$ cat src/hw/ems_params.svh
// constants for the expander scan sequencer
`ifndef EMS_PARAMS_SVH
`define EMS_PARAMS_SVH
`define EMS_MUX_WAYS 4
`define EMS_BOX_STRIDE 64
`define EMS_MAX_BOXES 4
`define EMS_MAX_LIST 16
`define EMS_DIFF_MAX_CH 7
`define EMS_MUX_COUNTER 1
`endif

$ cat src/hw/ems_pkg.sv
// types for the expander scan sequencer
package ems_pkg;
  typedef enum logic [2:0] {
    EMS_IDLE = 3'b001,
    EMS_RUN = 3'b010,
    EMS_DONE = 3'b100
  } ems_state_type;
endpackage

$ cat src/hw/ems_list_mem.sv
// scan list memory with registered read data
`timescale 1ns/1ps
`default_nettype none
module ems_list_mem #(
  parameter int DEPTH = 16,
  parameter int AW = 4
) (
  // clock
  input wire logic clk_i,
  // write port
  input wire logic wr_en_i,
  input wire logic [AW-1:0] wr_addr_i,
  input wire logic [5:0] wr_data_i,
  // read port
  input wire logic [AW-1:0] rd_addr_i,
  output logic [5:0] rd_data_o
);
  logic [5:0] mem [DEPTH];
  always_ff @(posedge clk_i) begin
    if (wr_en_i) begin
      mem[wr_addr_i] <= wr_data_i;
    end
    rd_data_o <= mem[rd_addr_i];
  end
endmodule
`default_nettype wire

$ cat src/hw/ems_seq.sv
// expander mux scan sequencer top
`timescale 1ns/1ps
`default_nettype none
`include "ems_params.svh"
// Contract
// counter one dedicated to onboard mux stepping
// one box: four channels per entry
// two boxes: eight channels, A then B
// four boxes: sixteen channels per entry
// boxes visited A, B, C, D in order
// channel is 4n plus pos plus 64*box
// expander order fixed, only list varies
// onboard channels follow programmed list order
// differential lists hold channels 0..7 only
// host selects expander routing first
// sixteen 4:1 muxes per box, four boxes
// advance per strobe, wrap then next entry
module ems_seq #(
  parameter int LIST_DEPTH = `EMS_MAX_LIST,
  parameter int LIST_AW = 4
) (
  // clock and reset
  input wire logic clk_i,
  input wire logic rstn_i,
  // configuration
  input wire logic [1:0] box_cfg_i,
  input wire logic diff_mode_i,
  input wire logic route_exp_i,
  // scan list load
  input wire logic list_wr_i,
  input wire logic [LIST_AW-1:0] list_addr_i,
  input wire logic [5:0] list_data_i,
  input wire logic [LIST_AW-1:0] list_len_m1_i,
  // scan control
  input wire logic start_i,
  input wire logic conv_strobe_i,
  // expander drive
  output logic [1:0] mux_pos_o,
  output logic [1:0] box_sel_o,
  output logic [7:0] exp_chan_o,
  output logic [3:0] onboard_chan_o,
  output logic onboard_step_o,
  output logic counter1_busy_o,
  output logic busy_o,
  output logic done_o,
  output logic list_err_o
);
  // ==========================================================
  // reset synchroniser
  logic rst_s1;
  logic rst_s2;
  always_ff @(posedge clk_i or negedge rstn_i) begin
    if (!rstn_i) begin
      rst_s1 <= 1'b0;
      rst_s2 <= 1'b0;
    end else begin
      rst_s1 <= 1'b1;
      rst_s2 <= rst_s1;
    end
  end

  // ==========================================================
  // state
  typedef struct packed {
    ems_pkg::ems_state_type st;
    logic [1:0] pos;
    logic [1:0] box;
    logic [1:0] last_box;
    logic [LIST_AW-1:0] idx;
    logic [LIST_AW-1:0] last_idx;
    logic [3:0] onb;
    logic [7:0] chan;
    logic step;
    logic done;
    logic err;
    logic fetch;
    logic busy;
    logic ctr1;
  } ems_st_type;

  ems_st_type r;
  ems_st_type next_r;
  logic [5:0] list_q;

  // ==========================================================
  // scan list memory
  ems_list_mem #(
    .DEPTH(LIST_DEPTH),
    .AW(LIST_AW)
  ) u_list (
    .clk_i(clk_i),
    .wr_en_i(list_wr_i),
    .wr_addr_i(list_addr_i),
    .wr_data_i(list_data_i),
    .rd_addr_i(next_r.idx),
    .rd_data_o(list_q)
  );

  // ==========================================================
  // next state
  always_comb begin
    logic [1:0] nbox;
    nbox = 2'h0;

    // ========================================
    // defaults: hold state, pulses last one cycle
    next_r = r;
    next_r.step = 1'b0;
    next_r.done = 1'b0;
    unique case (r.st)
      ems_pkg::EMS_IDLE, ems_pkg::EMS_DONE: begin
        // ======================================
        // start decode, expander routing selected
        if (start_i && route_exp_i) begin
          next_r.st = ems_pkg::EMS_RUN;
          next_r.busy = 1'b1;
          next_r.ctr1 = 1'b1;
          next_r.idx = '0;
          next_r.last_idx = list_len_m1_i;
          next_r.pos = 2'h0;
          next_r.box = 2'h0;
          // ====================================
          // last box index from box count
          unique case (box_cfg_i)
            2'h0: next_r.last_box = 2'h0;
            2'h1: next_r.last_box = 2'h1;
            default: next_r.last_box = 2'h3;
          endcase
          next_r.fetch = 1'b1;
          next_r.err = 1'b0;
        end
      end
      ems_pkg::EMS_RUN: begin
        // ======================================
        // list fetch: load entry, step counter one
        if (r.fetch) begin
          next_r.fetch = 1'b0;
          next_r.onb = list_q[3:0];
          next_r.step = 1'b1;
          if (diff_mode_i && list_q > 6'(`EMS_DIFF_MAX_CH)) begin
            next_r.err = 1'b1;
          end
        end else if (conv_strobe_i) begin
          // ====================================
          // strobe stepping: position, then box
          if (r.pos != 2'h3) begin
            next_r.pos = r.pos + 2'h1;
          end else if (r.box != r.last_box) begin
            next_r.pos = 2'h0;
            next_r.box = r.box + 2'h1;
          end else begin
            // ==================================
            // group wrap: next entry or done
            next_r.pos = 2'h0;
            next_r.box = 2'h0;
            if (r.idx == r.last_idx) begin
              next_r.st = ems_pkg::EMS_DONE;
              next_r.done = 1'b1;
              next_r.busy = 1'b0;
              next_r.ctr1 = 1'b0;
            end else begin
              next_r.idx = r.idx + 1'b1;
              next_r.fetch = 1'b1;
            end
          end
        end
      end
      default: begin
        next_r.st = ems_pkg::EMS_IDLE;
        next_r.busy = 1'b0;
        next_r.ctr1 = 1'b0;
      end
    endcase

    // ========================================
    // channel number: 64 per box, 4 per entry
    nbox = next_r.box;

    next_r.chan = {nbox, next_r.onb, next_r.pos};
  end

  // ==========================================================
  // registers
  always_ff @(posedge clk_i or negedge rst_s2) begin
    if (!rst_s2) begin
      r.st <= ems_pkg::EMS_IDLE;
      r.pos <= 2'h0;
      r.box <= 2'h0;
      r.last_box <= 2'h0;
      r.idx <= '0;
      r.last_idx <= '0;
      r.onb <= 4'h0;
      r.chan <= 8'h00;
      r.step <= 1'b0;
      r.done <= 1'b0;
      r.err <= 1'b0;
      r.fetch <= 1'b0;
      r.busy <= 1'b0;
      r.ctr1 <= 1'b0;
    end else begin
      r <= next_r;
    end
  end

  // ==========================================================
  // outputs
  always_comb begin
    // select lines
    mux_pos_o = r.pos;
    box_sel_o = r.box;
    exp_chan_o = r.chan;
    onboard_chan_o = r.onb;
    // status
    onboard_step_o = r.step;
    counter1_busy_o = r.ctr1;
    busy_o = r.busy;
    done_o = r.done;
    list_err_o = r.err;
  end
endmodule
`default_nettype wire

$ cat config.mk
export PLATFORM = sky130hd
export DESIGN_NAME = ems_seq
export DESIGN_NICKNAME = d
export VERILOG_FILES = /design/src/hw/ems_pkg.sv /design/src/hw/ems_list_mem.sv /design/src/hw/ems_seq.sv
export VERILOG_INCLUDE_DIRS = /design/src /design/src/hw
export SDC_FILE = /design/constraint.sdc
export NUM_CORES = 1
export LEC_CHECK = 0
export BUFFER_PORTS_ARGS = -buffer_cell sky130_fd_sc_hd__buf_4
export CORE_ASPECT_RATIO = 0.9
export CORE_MARGIN = 2
export CORE_UTILIZATION = 59
export DETAILED_ROUTE_END_ITERATION = 8
export GPL_TIMING_DRIVEN = 0
export MAX_ROUTING_LAYER = met4
export PLACE_DENSITY = 0.79
export RECOVER_POWER = 100
export SLEW_MARGIN = 40
export SYNTH_ARGS = -nofsm -noshare
export SYNTH_HDL_FRONTEND = slang
export SYNTH_SLANG_ARGS = --single-unit
$ cat constraint.sdc
create_clock -name clk_i -period 1.2 [get_ports clk_i]
set_clock_uncertainty 0.2 [all_clocks]
set_input_delay 0.12 -clock clk_i [delete_from_list [all_inputs] [get_ports clk_i]]
set_output_delay 0.12 -clock clk_i [all_outputs]
set_load 0.02 [all_outputs]
==> results.sh <==
export IMPL_critPathMaxFanout=8
export IMPL_die_area_um2=10300
export IMPL_worst_ir_drop_vdd_v=0.00146
export IMPL_arrival_ns=3.45
export IMPL_core_area_um2=9170
export IMPL_antenna_left=0
export IMPL_yosysUniqueCellTypes=54
export IMPL_h_tree_depth=4
export IMPL_status="finished, violations left"
export IMPL_drv_cap=0
export IMPL_start_util_pct=61.3
export IMPL_grt_overflow=0
export IMPL_static_leakage_power_nw=2.97
export IMPL_finalHoldViolCount=24
export IMPL_path_cells="nand3b_1 -> buf_6 -> o21ai_4 -> buf_6 -> nor2_4 -> a221oi_4 -> buf_6 -> buf_4 -> a211oi_1 -> a2111oi_1 -> or4_1"
export IMPL_power_density_nw_per_um2=1510
export IMPL_syn_to_final_growth_pct=45.8
export IMPL_busiest_layer="met2"
export IMPL_ys_warn_count=0
export IMPL_path_common_cell="buf_6"
export IMPL_root_buffer="clkbuf_8"
export IMPL_cts_buffers=17
export IMPL_finalInstanceArea_um2=8190
export IMPL_cp_required_ns=1.45
export IMPL_synth_async_reset_ratio_pct=21.5
export IMPL_hold_end="u_list.mem[0][2]"
export IMPL_worst_pin_slew_ns=0.784
export IMPL_netlist_area_um2=5620
export IMPL_nFillCells=321
export IMPL_hold_start="list_addr_i[1]"
export IMPL_rr_endpoint="u_list.rd_data_o[4]"
export IMPL_grt_max_degree=27
export IMPL_die_y_um=96.6
export IMPL_grt_util_met3_pct=7.24
export IMPL_synth_commonest_cells="edfxtp_1, dfrtp_1, a2111oi_0, mux2i_1, nor3b_1"
export IMPL_timing_fmax_mhz=313
export IMPL_drtIter0Drc=542
export IMPL_report_final_setup_viol=53
export IMPL_wire_per_inst_um=29.0
export IMPL_whs_ns=-0.192
export IMPL_ys_flop_type="edfxtp_1"
export IMPL_met1_usage_pct=39.6
export IMPL_rows=33
export IMPL_synth_edf_count=96
export IMPL_finalCritPeriodShare_pct=266
export IMPL_avgViaCountPerCell=6.83
export IMPL_cts_tree="built"
export IMPL_grt_setup_unrepaired="true"
export IMPL_drv_slew=0
export IMPL_dpl_cell_area_um2=6270
export IMPL_drc=0
export IMPL_drive_gt1_share_pct=51.6
export IMPL_die_w_um=107
export IMPL_min_path_type="input pin to flip-flop"
export IMPL_slowest_delay_ns=0.60
export IMPL_nets=553
export IMPL_seq_area_frac_synth_pct=66.0
export IMPL_path_class="flip-flop to flip-flop"
export IMPL_clock_sinks=130
export IMPL_critPathLaunchType="flip-flop"
export IMPL_clock_latency_ns=0.53
export IMPL_antenna_found_initial=0
export IMPL_grt_pass1_vias=4154
export IMPL_netlist_top_cells_area="edfxtp_1, dfrtp_1, mux2i_1"
export IMPL_ys_seq_elements=130
export IMPL_hold_path_depth=2
export IMPL_fin_crit_ns=3.20
export IMPL_cp_end_kind="flip-flop"
export IMPL_io_buffers=43
export IMPL_diodes=0
export IMPL_dp_hpwl_um=8040
export IMPL_path_clk_slew_ns=0.06
export IMPL_relSlewSlack_pct=47.6
export IMPL_grt_pass1_wl_um=24000
export IMPL_yosysTopAreaCellShare_pct=51.3
export IMPL_cpMaxStageDelayCell="a2111oi_1"
export IMPL_use_met2_pct=58.5
export IMPL_synthCells=391
export IMPL_r2r_start="r[33]"
export IMPL_critPathTopFamily="compound AO/OA/AOI/OAI gates"
export IMPL_r2r_setup_slack_ns=-2.00
export IMPL_routed_wl_um=19200
export IMPL_yosysMostFrequentCell="edfxtp_1"
export IMPL_fin_ws_ns=-2.00
export IMPL_violations="negative hold slack, negative setup slack"
export IMPL_syn_nets=416
export IMPL_drtPass1Iterations=6
export IMPL_tns_ns=-37.13
export IMPL_power_mw=12.4
export IMPL_routabilityCongestion=0.931
export IMPL_vias=4530
export IMPL_yosysTopAreaCell="edfxtp_1"
export IMPL_grt_total_usage_pct=33.6
export IMPL_synth_avg_cell_area_um2=14.4
export IMPL_cts_hold_buf=19
export IMPL_r2r_cells=11
export IMPL_cp_num_buf_inv=4
export IMPL_cts_path_max_buffers=2
export IMPL_ios=44
[cell families (layout without fill, tap and decap cells)]
group,after synthesis,count (layout),share of synthesized area (%)
AOI/OAI and AO/OA,78,78,11.0
muxes,33,33,6.08
xor gates and xnor gates,6,6,0.936
other,1,1,0.0668
buffers and inverters,43,193,5.01
DFF,130,130,66.0
and+or+nand+nor,98,98,10.4
adders and majority gates,2,2,0.445
[routing by layer]
layer	vias up	routed length [µm]
li1	1807	-
met1	2201	6620
met2	401	9440
met3	121	1850
met4	0	1300
met5	-	0
[through the flow]
stage / setup slack [ns] / hold slack, ns / cells / util (%)
3_3_place_gp: -1.96 / -0.298 / 556 / 68.4
5_1_grt: -2.04 / -0.192 / 663 / 89.3
3_5_place_dp: -2.06 / -0.296 / 556 / 68.4
4_1_cts: -1.68 / -0.226 / 643 / 85.6
6_report: -2.00 / -0.192 / 663 / 89.3
2_1_floorplan: -1.50 / -0.376 / 391 / -
[layout by cell type, fill, tap and decap left out, types with 11 or more instances in the layout]
cell           instances
edfxtp_1              96
dfrtp_1               19
clkbuf_16             17
buf_6                 53
a2111oi_1             11
mux2i_1               16
nor3b_1               24
a211oi_2              16
dlygate4sd3_1         17
buf_4                 56
[sequential cells by signal, indices dropped and copies added (netlist names)]
signal and flops:
r 14, box_sel_o 1, done_o 1, exp_chan_o 7
u_list.rd_data_o 6, busy_o 1, rst_s2 1, u_list.mem 96
onboard_step_o 1, list_err_o 1, rst_s1 1
[worst max path at each step]
stage	startpoint	endpoint	slack, ns	cells past startpoint
finish	r[33]	u_list.rd_data_o[4]	-2.00	11
global route	r[33]	u_list.rd_data_o[4]	-2.04	11
CTS	r[22]	u_list.rd_data_o[3]	-1.68	9
detailed placement	r[22]	u_list.rd_data_o[0]	-2.06	9
global placement	r[34]	u_list.rd_data_o[0]	-1.96	9
floorplan	exp_chan_o[0]	u_list.rd_data_o[4]	-1.50	11
[area by class of cell]
cell class	count	area [µm²]	area share [%]
multi-input cells	218	2230	27.2
well taps	122	153	1.86
plain buffers	35	398	4.86
clock inverters	15	150	1.83
repair buffers	121	1110	13.6
inverters	5	18.8	0.229
flip-flops and latches	130	3710	45.4
clock buffers	17	414	5.06
[power breakdown]
group	leakage (nW)	total, mW	switching (mW)	internal [mW]
Combinational	1.43	2.07	0.888	1.18
Clock	0.276	4.95	2.14	2.81
Sequential	1.26	5.35	0.290	5.06
[what timing repair did]
item | 4_1_cts | 5_1_grt
pin swaps | 25 | 19
setup endpoints to repair | 53 | 149
buffers inserted | 37 | 24
endpoints found under the hold margin | 155 | 42
cloned | 1 | 1
gates resized for setup | 134 | 62
(Power assumes the default switching activity.)
